**src/inc/lsr_pkg.sv**
```systemverilog
package lsr_pkg;
  // Register offsets
  localparam logic [3:0] OFF_IDENTITY = 4'ha;
  localparam logic [3:0] OFF_CH0_LOW = 4'hc;
  localparam logic [3:0] OFF_CH0_HIGH = 4'hd;
  localparam logic [3:0] OFF_CH1_LOW = 4'he;
  localparam logic [3:0] OFF_CH1_HIGH = 4'hf;
  // Identity field positions
  localparam int PART_MSB = 7;
  localparam int PART_LSB = 4;
  localparam int REV_MSB = 3;
  localparam int REV_LSB = 0;
  // Command byte layout
  localparam int CMD_FLAG_BIT = 7;
  localparam int CMD_ADDR_MSB = 3;
  // Reset values and the unmapped read value
  localparam logic [7:0] RESULT_RESET = 8'h00;
  localparam logic [15:0] WORD_RESET = 16'h0000;
  localparam logic [3:0] PTR_RESET = 4'h0;
  localparam logic [7:0] UNMAPPED_READ = 8'h00;
  // Serial framing
  localparam logic [3:0] BITS_PER_BYTE = 4'h8;
  localparam logic [3:0] CNT_RESET = 4'h0;

  typedef enum logic [2:0] {
    ST_IDLE = 3'b000,
    ST_ADDR = 3'b001,
    ST_AACK = 3'b010,
    ST_RX = 3'b011,
    ST_WACK = 3'b100,
    ST_TX = 3'b101,
    ST_MACK = 3'b110
  } lsr_state_e;

  // Both channel results of one conversion travel together
  typedef struct packed {
    logic [15:0] ch1;
    logic [15:0] ch0;
  } lsr_result_s;
endpackage : lsr_pkg

```
**src/core/lsr_sync.sv**
```systemverilog
`timescale 1ns/1ps
// Three-flop pin filter: the level moves only when stages two and three agree
module lsr_sync #(
  parameter logic RESET_LEVEL = 1'b1
) (
  input wire logic clk_sys,
  input wire logic rst_n,
  input wire logic ce,
  input wire logic raw,
  output logic level
);
  logic [2:0] stage_reg;
  logic [2:0] stage_next;
  logic level_reg;
  logic level_next;

  // Stage one feeds only stage two
  always_comb begin
    stage_next = {stage_reg[1:0], raw};
    level_next = (stage_reg[2] == stage_reg[1]) ? stage_reg[2] : level_reg;
  end

  always_ff @(posedge clk_sys or negedge rst_n) begin
    if (!rst_n) begin
      stage_reg <= {3{RESET_LEVEL}};
      level_reg <= RESET_LEVEL;
    end else if (ce) begin
      stage_reg <= stage_next;
      level_reg <= level_next;
    end
  end

  assign level = level_reg;
endmodule : lsr_sync

```
**src/core/lsr_top.sv**
```systemverilog
`timescale 1ns/1ps
// Summary of operation
// - The identity register at offset Ah is read-only and always reads the same constant.
// - The identity register carries the part identifier in bits 7:4 and the revision in bits 3:0.
// - Each channel result is 16 bits over two bytes, channel 0 at Ch/Dh and channel 1 at Eh/Fh.
// - The four result registers are read-only and come out of reset as 00h.
// - Reading a channel's low byte copies its upper eight bits into a shadow that the high byte returns.
// - The shadow holds its value even when new conversions finish before the high byte is read.
// - A two-byte read starting at a low byte returns low then high in one transaction.
// - The first byte written after the address, if its top bit is set, is a command whose low nibble becomes the register pointer.
module lsr_top #(
  parameter logic [6:0] SLAVE_ADDR = 7'h2a, // Arbitrary value
  parameter logic [3:0] PART_ID = 4'h3, // Arbitrary value
  parameter logic [3:0] REV_ID = 4'h1 // Arbitrary value
) (
  input wire logic clk_sys,
  input wire logic rst_n,
  input wire logic ce,
  input wire logic scl_in,
  input wire logic sda_in,
  output logic sda_out,
  output logic sda_oe,
  input wire logic conv_done,
  input wire lsr_pkg::lsr_result_s conv_data,
  output logic [3:0] pointer
);
  localparam logic [7:0] ID_VALUE = {PART_ID, REV_ID};

  logic scl_s;
  logic sda_s;
  lsr_sync #(.RESET_LEVEL(1'b1)) u_sync_scl (
    .clk_sys(clk_sys), .rst_n(rst_n), .ce(ce), .raw(scl_in), .level(scl_s));
  lsr_sync #(.RESET_LEVEL(1'b1)) u_sync_sda (
    .clk_sys(clk_sys), .rst_n(rst_n), .ce(ce), .raw(sda_in), .level(sda_s));

  lsr_pkg::lsr_state_e state_reg, state_next;
  logic [3:0] cnt_reg, cnt_next;
  logic [7:0] shift_reg, shift_next;
  logic [7:0] tx_reg, tx_next;
  logic oe_reg, oe_next;
  logic rw_reg, rw_next;
  logic nack_reg, nack_next;
  logic first_reg, first_next;
  logic [3:0] ptr_reg, ptr_next;
  logic [3:0] idx_reg, idx_next;
  logic scl_prev_reg, sda_prev_reg;
  logic sda_low_reg;
  lsr_pkg::lsr_result_s res_reg, res_next;
  logic [7:0] shadow0_reg, shadow0_next;
  logic [7:0] shadow1_reg, shadow1_next;

  logic scl_rise, scl_fall, start_ev, stop_ev;
  logic load_now, cmd_now;
  logic [7:0] rd_byte;

  // Bus events seen on the filtered levels only
  assign scl_rise = scl_s && !scl_prev_reg;
  assign scl_fall = !scl_s && scl_prev_reg;
  assign start_ev = scl_s && scl_prev_reg && sda_prev_reg && !sda_s;
  assign stop_ev = scl_s && scl_prev_reg && !sda_prev_reg && sda_s;

  // Read data selection; unmapped offsets read zero
  always_comb begin
    case (idx_reg)
      lsr_pkg::OFF_IDENTITY: rd_byte = ID_VALUE;
      lsr_pkg::OFF_CH0_LOW: rd_byte = res_reg.ch0[7:0];
      lsr_pkg::OFF_CH0_HIGH: rd_byte = shadow0_reg;
      lsr_pkg::OFF_CH1_LOW: rd_byte = res_reg.ch1[7:0];
      lsr_pkg::OFF_CH1_HIGH: rd_byte = shadow1_reg;
      default: rd_byte = lsr_pkg::UNMAPPED_READ;
    endcase
  end

  // A byte is fetched after the address ack or after a host ack
  assign load_now = ce && scl_fall && !start_ev && !stop_ev &&
    ((state_reg == lsr_pkg::ST_AACK && rw_reg) || (state_reg == lsr_pkg::ST_MACK && !nack_reg));
  assign cmd_now = ce && scl_fall && !start_ev && !stop_ev && state_reg == lsr_pkg::ST_RX &&
    cnt_reg == lsr_pkg::BITS_PER_BYTE && first_reg && shift_reg[lsr_pkg::CMD_FLAG_BIT];

  // Serial link next state; start and stop win over everything
  always_comb begin
    state_next = state_reg;
    cnt_next = cnt_reg;
    shift_next = shift_reg;
    tx_next = tx_reg;
    oe_next = oe_reg;
    rw_next = rw_reg;
    nack_next = nack_reg;
    first_next = first_reg;
    ptr_next = ptr_reg;
    idx_next = idx_reg;
    if (start_ev) begin
      state_next = lsr_pkg::ST_ADDR;
      cnt_next = lsr_pkg::CNT_RESET;
      oe_next = 1'b0;
      idx_next = ptr_reg; // Each transaction starts at the stored pointer
    end else if (stop_ev) begin
      state_next = lsr_pkg::ST_IDLE;
      oe_next = 1'b0;
    end else if (scl_rise) begin
      case (state_reg)
        lsr_pkg::ST_ADDR, lsr_pkg::ST_RX: begin
          shift_next = {shift_reg[6:0], sda_s};
          cnt_next = cnt_reg + 4'h1;
        end
        lsr_pkg::ST_TX: cnt_next = cnt_reg + 4'h1;
        lsr_pkg::ST_MACK: nack_next = sda_s;
        default: ;
      endcase
    end else if (scl_fall) begin
      case (state_reg)
        lsr_pkg::ST_ADDR: begin
          if (cnt_reg == lsr_pkg::BITS_PER_BYTE) begin
            if (shift_reg[7:1] == SLAVE_ADDR) begin
              rw_next = shift_reg[0];
              oe_next = 1'b1; // Acknowledge our address
              state_next = lsr_pkg::ST_AACK;
            end else begin
              state_next = lsr_pkg::ST_IDLE;
            end
          end
        end
        lsr_pkg::ST_AACK, lsr_pkg::ST_MACK: begin
          cnt_next = lsr_pkg::CNT_RESET;
          if (load_now) begin
            tx_next = rd_byte;
            oe_next = !rd_byte[7];
            idx_next = idx_reg + 4'h1; // Word reads walk to the high byte
            state_next = lsr_pkg::ST_TX;
          end else if (state_reg == lsr_pkg::ST_AACK) begin
            oe_next = 1'b0;
            first_next = 1'b1;
            state_next = lsr_pkg::ST_RX;
          end else begin
            oe_next = 1'b0;
            state_next = lsr_pkg::ST_IDLE;
          end
        end
        lsr_pkg::ST_RX: begin
          if (cnt_reg == lsr_pkg::BITS_PER_BYTE) begin
            if (cmd_now) begin
              ptr_next = shift_reg[lsr_pkg::CMD_ADDR_MSB:0];
              idx_next = shift_reg[lsr_pkg::CMD_ADDR_MSB:0];
            end
            first_next = 1'b0; // Data bytes never reach read-only registers
            oe_next = 1'b1;
            state_next = lsr_pkg::ST_WACK;
          end
        end
        lsr_pkg::ST_WACK: begin
          oe_next = 1'b0;
          cnt_next = lsr_pkg::CNT_RESET;
          state_next = lsr_pkg::ST_RX;
        end
        lsr_pkg::ST_TX: begin
          if (cnt_reg == lsr_pkg::BITS_PER_BYTE) begin
            oe_next = 1'b0; // Release for the host's ack
            state_next = lsr_pkg::ST_MACK;
          end else begin
            tx_next = {tx_reg[6:0], 1'b0};
            oe_next = !tx_reg[6];
          end
        end
        default: state_next = lsr_pkg::ST_IDLE;
      endcase
    end
  end

  always_ff @(posedge clk_sys or negedge rst_n) begin
    if (!rst_n) begin
      state_reg <= lsr_pkg::ST_IDLE;
      cnt_reg <= lsr_pkg::CNT_RESET;
      shift_reg <= lsr_pkg::RESULT_RESET;
      tx_reg <= lsr_pkg::RESULT_RESET;
      oe_reg <= 1'b0;
      rw_reg <= 1'b0;
      nack_reg <= 1'b0;
      first_reg <= 1'b0;
      ptr_reg <= lsr_pkg::PTR_RESET;
      idx_reg <= lsr_pkg::PTR_RESET;
      scl_prev_reg <= 1'b1;
      sda_prev_reg <= 1'b1;
      sda_low_reg <= 1'b0;
    end else if (ce) begin
      state_reg <= state_next;
      cnt_reg <= cnt_next;
      shift_reg <= shift_next;
      tx_reg <= tx_next;
      oe_reg <= oe_next;
      rw_reg <= rw_next;
      nack_reg <= nack_next;
      first_reg <= first_next;
      ptr_reg <= ptr_next;
      idx_reg <= idx_next;
      scl_prev_reg <= scl_s;
      sda_prev_reg <= sda_s;
      sda_low_reg <= 1'b0;
    end
  end

  // Results and shadows; a low-byte fetch freezes its high byte
  always_comb begin
    res_next = res_reg;
    shadow0_next = shadow0_reg;
    shadow1_next = shadow1_reg;
    if (conv_done) begin
      res_next = conv_data; // Both channels from one integration
    end
    if (load_now && idx_reg == lsr_pkg::OFF_CH0_LOW) begin
      shadow0_next = res_reg.ch0[15:8];
    end
    if (load_now && idx_reg == lsr_pkg::OFF_CH1_LOW) begin
      shadow1_next = res_reg.ch1[15:8];
    end
  end

  always_ff @(posedge clk_sys or negedge rst_n) begin
    if (!rst_n) begin
      res_reg <= {lsr_pkg::WORD_RESET, lsr_pkg::WORD_RESET};
      shadow0_reg <= lsr_pkg::RESULT_RESET;
      shadow1_reg <= lsr_pkg::RESULT_RESET;
    end else if (ce) begin
      res_reg <= res_next;
      shadow0_reg <= shadow0_next;
      shadow1_reg <= shadow1_next;
    end
  end

  // Open-drain: only ever pull low
  assign sda_out = sda_low_reg;
  assign sda_oe = oe_reg;
  assign pointer = ptr_reg;

  property p_id_const;
    @(posedge clk_sys) disable iff (!rst_n)
      load_now && idx_reg == lsr_pkg::OFF_IDENTITY |=> tx_reg == ID_VALUE;
  endproperty
  a_id_const: assert property (p_id_const) else $error("identity byte not constant");

  property p_id_fields;
    @(posedge clk_sys) disable iff (!rst_n)
      load_now && idx_reg == lsr_pkg::OFF_IDENTITY |=> tx_reg[7:4] == PART_ID && tx_reg[3:0] == REV_ID;
  endproperty
  a_id_fields: assert property (p_id_fields) else $error("identity fields misplaced");

  property p_low_byte;
    @(posedge clk_sys) disable iff (!rst_n)
      load_now && idx_reg == lsr_pkg::OFF_CH1_LOW |=> tx_reg == $past(res_reg.ch1[7:0]) && oe_reg == !tx_reg[7];
  endproperty
  a_low_byte: assert property (p_low_byte) else $error("channel low byte wrong");

  property p_reset_zero;
    @(posedge clk_sys) disable iff (!rst_n)
      !$past(rst_n) |-> res_reg == {lsr_pkg::WORD_RESET, lsr_pkg::WORD_RESET} && shadow0_reg == lsr_pkg::RESULT_RESET;
  endproperty
  a_reset_zero: assert property (p_reset_zero) else $error("results not zero after reset");

  property p_shadow_capture;
    @(posedge clk_sys) disable iff (!rst_n)
      load_now && idx_reg == lsr_pkg::OFF_CH0_LOW |=> shadow0_reg == $past(res_reg.ch0[15:8]);
  endproperty
  a_shadow_capture: assert property (p_shadow_capture) else $error("shadow not captured");

  property p_shadow_hold;
    @(posedge clk_sys) disable iff (!rst_n)
      !(load_now && idx_reg == lsr_pkg::OFF_CH0_LOW) |=> $stable(shadow0_reg);
  endproperty
  a_shadow_hold: assert property (p_shadow_hold) else $error("shadow changed without low read");

  property p_word_high;
    @(posedge clk_sys) disable iff (!rst_n)
      load_now && idx_reg == lsr_pkg::OFF_CH0_HIGH |=> tx_reg == $past(shadow0_reg) ##0 idx_reg == lsr_pkg::OFF_CH1_LOW;
  endproperty
  a_word_high: assert property (p_word_high) else $error("high byte not from shadow");

  property p_command;
    @(posedge clk_sys) disable iff (!rst_n)
      cmd_now |=> ptr_reg == $past(shift_reg[lsr_pkg::CMD_ADDR_MSB:0]) ##1 ptr_reg == $past(ptr_reg);
  endproperty
  a_command: assert property (p_command) else $error("command pointer not stored");

  property p_update_together;
    @(posedge clk_sys) disable iff (!rst_n)
      ce && conv_done |=> res_reg == $past(conv_data);
  endproperty
  a_update_together: assert property (p_update_together) else $error("channels not updated together");
endmodule : lsr_top

```
**config.mk**
```make
export PLATFORM = sky130hd
export DESIGN_NAME = lsr_top
export DESIGN_NICKNAME = d
export VERILOG_FILES = /design/src/inc/lsr_pkg.sv /design/src/core/lsr_sync.sv /design/src/core/lsr_top.sv
export SDC_FILE = /design/constraint.sdc
export NUM_CORES = 1
export LEC_CHECK = 0
export BUFFER_PORTS_ARGS = -buffer_cell sky130_fd_sc_hd__buf_2
export CORE_ASPECT_RATIO = 0.8
export CORE_MARGIN = 4
export CORE_UTILIZATION = 64
export CTS_CLUSTER_DIAMETER = 150
export DETAILED_ROUTE_END_ITERATION = 8
export GPL_ROUTABILITY_DRIVEN = 1
export PLACE_DENSITY = 0.85
export SETUP_SLACK_MARGIN = 0.2
export SYNTH_ARGS = -nofsm -noshare
export SYNTH_HDL_FRONTEND = slang
export SYNTH_SLANG_ARGS = --single-unit
export TNS_END_PERCENT = 30
```
**constraint.sdc**
```tcl
create_clock -name clk_sys -period 5.8 [get_ports clk_sys]
set_clock_uncertainty 0.2 [all_clocks]
set_input_delay 0.87 -clock clk_sys [delete_from_list [all_inputs] [get_ports clk_sys]]
set_output_delay 0.87 -clock clk_sys [all_outputs]
set_load 0.05 [all_outputs]
```
Yosys cells after proc, flatten, opt, wreduce, memory -nomap -nowiden --
Index checks and enable logic that the tools add are counted.
Storage, ports and cells: word-level logic and storage cells 155, flip-flop bits (word level) 92, input bits 38, output and inout bits 6
Operators by class: eq/ne operators 31, bitwise gates (word level) 3, $add $sub $neg 2, reductions and logical operators 56, multiplexer cells 43
Operators with widths (number):
- 4-bit 2-to-1 mux | 13
- 8-bit case mux with 5 select lines | 1
- 8-bit AND reduction | 4
- 4-bit equality test (second input constant) | 6
- 3-bit 2-to-1 mux | 8
- 1-bit logical AND | 19
- 3-bit case mux with 5 select lines | 1
- 5-bit AND reduction | 3
- 7-bit 2-to-1 mux | 2
- 7-bit case mux with 2 select lines | 1
- 1-bit 2-to-1 mux | 12
- 4-bit inequality test (second input constant) | 3
- 3-bit nonzero test | 4
- 2-bit inequality test (second input constant) | 5
- 2-bit AND reduction | 5
- 3-bit equality test (second input constant) | 3
- 1-bit logical NOT | 9
- 9-bit AND reduction | 1
- 4-bit by 1-bit adder with 4-bit output (second input constant) | 2
- 4-bit case mux with 2 select lines | 1
- 7-bit by 6-bit equality test with 1-bit output (second input constant) | 1
- 7-bit AND reduction | 1
- 7-bit nonzero test | 1
- 3-bit by 2-bit equality test with 1-bit output (second input constant) | 2
- 16 further kinds | 27

Longest topological paths before layout --
depth in word-level cells 17, mapped depth 9, depth with buffers taken out 7

Cells and area by module --
Synthesis repeated with hierarchy kept, for this count alone.
Unflattened totals: cell total of the unflattened synthesis 376, area total of the unflattened synthesis 4460.5 µm²
By module, submodules not included:
- lsr_top | area each 4137.7 µm², seq. area each 2104.5 µm², cells each 356, times used 1
- lsr_sync | area each 161.4 µm², seq. area each 105.1 µm², cells each 10, times used 2

Worst setup path before layout --
OpenSTA, ideal clock, no wires.
path kind register to register, start point register scl_prev_reg, end point register ptr_reg[0] (netlist: pointer[0]), buffers on the path 2, required time 5475 ps, period minus slack after synthesis 2442 ps, library setup time 125 ps, setup slack 3358 ps, stages on the path, launching flop included 10, arrival time 2117 ps, path through dfstp_2 inv_1 ha_1 buf_6 nand3b_1 a21oi_2 inv_2 or4_4 buf_6 mux2_4
Between the ends: cells in the longest elaborated chain, start to end 11, elaborated cells between the ends (all ways) 21, classes of those cells bitwise: 3; reduce/logical: 18
Ends and longest elaborated chain:
- start, declared | line lsr_top.sv:46 | logic scl_prev_reg, sda_prev_reg;
- start signal, assigned | line lsr_top.sv:195 | scl_prev_reg <= scl_s;
- 1-bit logical AND | line lsr_top.sv:59, lsr_top.sv:60
- 1-bit logical AND (2 in series) | line lsr_top.sv:59 | assign start_ev = scl_s && scl_prev_reg && sda_prev_reg && !sda_s;
- 1-bit logical NOT | line lsr_top.sv:77 | assign cmd_now = ce && scl_fall && !start_ev && !stop_ev && state_reg == lsr_pkg::ST_RX &&
- 1-bit logical AND (4 in series) | line lsr_top.sv:77
- 1-bit logical AND (2 in series) | line lsr_top.sv:78 | cnt_reg == lsr_pkg::BITS_PER_BYTE && first_reg && shift_reg[lsr_pkg::CMD_FLAG_BIT];
- 8-bit AND reduction (no line) *
- end signal, assigned | line lsr_top.sv:179 | ptr_reg <= lsr_pkg::PTR_RESET;
- end signal, assigned | line lsr_top.sv:193 | ptr_reg <= ptr_next;
- end, declared | line lsr_top.sv:44 | logic [3:0] ptr_reg, ptr_next;
Mark *: on every way between the ends. The rest lies on a longest branch, timed or not. A chain may end at the register's enable or synchronous reset.

Worst setup path after layout --
start point register idx_reg[0], end point register tx_reg[5]
Between the ends: cells in the longest elaborated chain, start to end 4, elaborated cells between the ends (all ways) 8, classes of those cells eq/ne: 5; mux: 3
Ends and longest elaborated chain:
- start, declared | line lsr_top.sv:45 | logic [3:0] idx_reg, idx_next;
- start signal, assigned | line lsr_top.sv:180 | idx_reg <= lsr_pkg::PTR_RESET;
- start signal, assigned | line lsr_top.sv:194 | idx_reg <= idx_next;
- 4-bit equality test | line lsr_top.sv:64 | case (idx_reg)
- 8-bit case mux with 5 select lines * | line lsr_top.sv:64
- 7-bit 2-to-1 mux * | line lsr_top.sv:125 | if (load_now) begin
- 7-bit case mux with 2 select lines * | line lsr_top.sv:111 | case (state_reg)
- end signal, assigned | line lsr_top.sv:174 | tx_reg <= lsr_pkg::RESULT_RESET;
- end signal, assigned | line lsr_top.sv:188 | tx_reg <= tx_next;
- end, declared | line lsr_top.sv:39 | logic [7:0] tx_reg, tx_next;
Mark *: on every way between the ends. The rest lies on a longest branch, timed or not. The select of a mux whose other input is x is not followed.

==> flow_results.org <==
** STA
- Based on the critical path, the design can be clocked at up to 355 MHz.
- Relative max-transition margin :: 22.5%
- Subtracting the final worst setup slack from the clock period gives 2.81 ns.
- The number of pins exceeding their max-slew limit in the final report is 0.
- Setup violations remaining at the end of the flow were counted as 0.
- Number of failing hold endpoints at the final stage :: 0
- Slew of the pin with the lowest slew margin :: 1.15 ns
- Setup total negative slack on the finished layout was measured at 0 ns.
- Setup repair after global routing left no endpoint under its margin.
- Worst Hold Slack :: 0.199 ns
- Share of the clock period used by the worst path after layout :: 48.5%

** Logic synthesis
- Post-synthesis async set-or-reset flop share :: 100%
- Cell count after synthesis :: 387
- Number of warnings issued by yosys :: 0
- Sequential cell area fraction in the yosys report :: 50.7%
- Synth Area per Inst :: 11.8 µm²
- Counting distinct cell types in the post-synthesis netlist gives 67.
- Yosys top cell area share :: 44.9%
- Counting every net in the synthesized netlist gives 434.
- Biggest area contributors in the synthesized netlist :: dfrtp_1 (45%), mux2_2 (16%), dfstp_2 (5.8%)
- Among all flip-flop cells after synthesis, the most frequent one is dfrtp_1.
- Number of enable flip-flop cells after synthesis :: 0
- The biggest area contributor in the post-synthesis netlist is dfrtp_1.
- Counting flops and latches in the post-synthesis netlist gives 92.
- Summed instance area of the synthesized netlist :: 0.00457 mm²

** Floorplan
- Die height :: 83.5 µm
- Standard-cell rows :: 27
- Top-Level Pins :: 44
- DIE AREA :: 0.00856 mm²
- Core ar. :: 0.00689 mm²
- Die width :: 102 µm
- For this configuration, the core starts out at a cell density of 66.2%.

** Detailed routing
- Post-route ant nets :: 0
- For this run, design rule violations remaining after detail routing come to 0.
- The final layout contains routed wiring with a total length of 9720 µm.
- After detailed routing, the wire length on met1 is 4410 µm.
- Dividing the detail-routed wire length by the instance count gives 19.0 µm.
- Top routing layer in use :: met4
- Dividing the detail-routed via count by the number of cells gives 6.28.
- Initial DRC Count :: 264
- In the detailed route, the total length drawn on met2 is 4630 µm.
- The detailed router placed 3210 vias in this run.
- Routed wire length on met3 :: 518 µm
- The first detailed-routing pass took 6 iterations.

** Power and ir drop
- IR analysis of the VDD net gives a maximum drop of 227 µV.
- Clk network pwr share :: 28.0%
- Power density over cell area :: 298 mW/mm²
- Fraction of power consumed by sequential logic :: 55.1%
- Pleak :: 2.25 nW
- Int Power :: 0.00103 W
- Net switching power :: 0.000457 W
- Combinational logic burns 16.9% of the power.
- Net switching is 30.8% of the power.
- Final Power :: 0.00148 W

** Clock network
- The number of clock buffers added by TritonCTS is 9.
- CTS Buffer Depth :: 2
- Count of H-tree levels built during CTS :: 3
- CTS clock-pin slew for the worst setup and hold paths :: 0.09 ns
- The tree is rooted in a clkbuf_8.
- Clock sinks :: 92
- Post_cts resized :: 0
- Post-CTS Setup Bufs :: 0
- At the later pin of the worst-skew pair, clock insertion delay measures 0.37 ns.
- Cts-stage hold buffer count :: 0
- Clock tree from TritonCTS :: built

** Min path
- Worst min-delay path class :: in -> async

** Global route
- Pin count of the biggest net entering global routing :: 66
- Across every metal layer, demand over resource in global routing totals 24.3%.
- Global routing finished with a remaining overflow of 0.
- First-pass GRT wire length :: 16200 µm
- Number of antenna violations at the first check in global routing :: 0
- The number of global-route vias before repair came to 3214.

** Worst setup path
- The most critical setup path has its endpoint at tx_reg[5].
- CP Capture Type :: register
- The worst register-to-register path ends at tx_reg[5].
- Source of the critical timing path :: idx_reg[0]
- CP Class :: reg -> reg
- Path depth of the worst reg2reg path :: 7
- Critical path fanouts, max :: 10
- Launching element type of the critical path :: register
- Data required time at the worst endpoint :: 5.81 ns
- Slack of the worst reg-to-reg path :: 2.99 ns
- R2R Path Start :: idx_reg[0]
- Arrival time at the worst endpoint :: 2.82 ns

** Status
- Status :: complete, no violations

** Finish
- The count of cells in the finished layout, fillers not included, comes to 511.
- The register with the most flip-flops in the layout has 32 of them.
- The number of antenna diodes in the final layout is 0.
- The multi-input combinational cells in the finished layout cover a total of 0.00207 mm².
- Summing all flip-flop and latch instances after layout gives 0.00231 mm².
- Share of post-route cells with drive strength above 1 :: 35.6%
- Compared with the post-synthesis result, the final layout area differs by 8.85%.
- The final layout contains 466 nets.
- Layout fillers :: 492

** Placed design
- The count of buffers added on input and output ports is 42.
- At the end of routability-driven placement, the weighted congestion stood at 0.926.
- Post-DP HPWL :: 6980 µm
- The number of placed instances, taps included, is 495.

** Run
- Max capacitance violation total :: 0
cells in the mapped netlist, types with 5 or more instances:
cell and n:
a21oi_1 18, clkbuf_1 9, a22o_1 5, nand3b_1 5
buf_1 5, o21ai_0 23, dfstp_2 10, mux2_2 65
nand2_1 22, nor4_1 7, nand2b_1 6, inv_1 13
nor2_1 14, nand3_1 6, ha_1 9, dfrtp_1 82
final cells by class:
cell class	count	area share [%]
clock buffer	9	2.49
clock inverter	7	1.31
inverter	15	1.13
multi-input combinational	257	41.7
sequential	92	46.6
tap	87	2.19
timing repair buffer	44	4.58
through the flow:
step                      utilization (%)  worst slack, ns  instance area (µm²)
final                                72.1             2.99                 4970
after global routing                 72.1             2.83                 4970
after CTS                            72.1             3.03                 4970
after detailed placement             69.4             2.98                 4780
after global placement               69.4             3.02                 4780
after floorplan                         -             3.36                 4570
power groups by stage:
stage / sequential [W] / clock (W) / combinational [W]
after floorplan: 0.000785 / 0 / 0.000212
after global routing: 0.000830 / 0.000455 / 0.000276
after detailed placement: 0.000827 / 0 / 0.000248
after global placement: 0.000818 / 0 / 0.000237
final: 0.000817 / 0.000416 / 0.000250
after CTS: 0.000814 / 0.000423 / 0.000250
how the worst min path moves through the flow:
stage,start,end,slack (ns),cells after the start
2_1_floorplan,rw_reg,rw_reg,0.25,2
3_3_place_gp,tx_reg[0],tx_reg[0],0.26,2
3_5_place_dp,tx_reg[3],tx_reg[3],0.28,2
4_1_cts,rst_n,shift_reg[5],0.20,1
5_1_grt,rst_n,res_reg[13],0.21,1
6_report,rst_n,shift_reg[5],0.20,1
worst max-delay path, stage by stage, from the launching register on:
cell and delay (ns):
dfrtp_1 0.48, inv_1 0.10, ha_1 0.41, nor4_1 0.88
o21bai_1 0.25, o21ai_0 0.11, a31oi_1 0.18, a21oi_1 0.05
logic make-up (layout without fill, tap and decap cells):
logic type	count (synthesis)	count (layout)	share of synthesized area [%]
AOI/OAI and AO/OA	81	81	11.9
xor gates and xnor gates	3	3	0.740
muxes	73	73	18.2
DFF	92	92	50.7
buffers and inverters	38	75	3.89
adders and majority gates	9	9	2.47
and+or+nand+nor	90	90	11.9
other	1	1	0.0821
cells in the final DEF, fill, tap and decap left out, types with 4 or more instances in the layout:
master,n
dfrtp_1,82
mux2_2,65
buf_2,41
o21ai_0,23
nand2_1,22
a21oi_1,18
nor2_1,14
inv_1,13
dfstp_2,10
ha_1,9
clkbuf_8,9
nor4_1,7
nand3_1,6
nand2b_1,6
nand3b_1,5
a22o_1,5
mux2i_1,4
nor3_1,4
a221oi_1,4
mux2_4,4
metal layers:
layer / GRT usage (%) / vias up
li1: - / 1477
met1: 35.4 / 1613
met2: 36.2 / 104
met3: 5.43 / 16
met4: 7.51 / 0
met5: 0 / -
No activity file was read; power rests on OpenSTA's default activity.
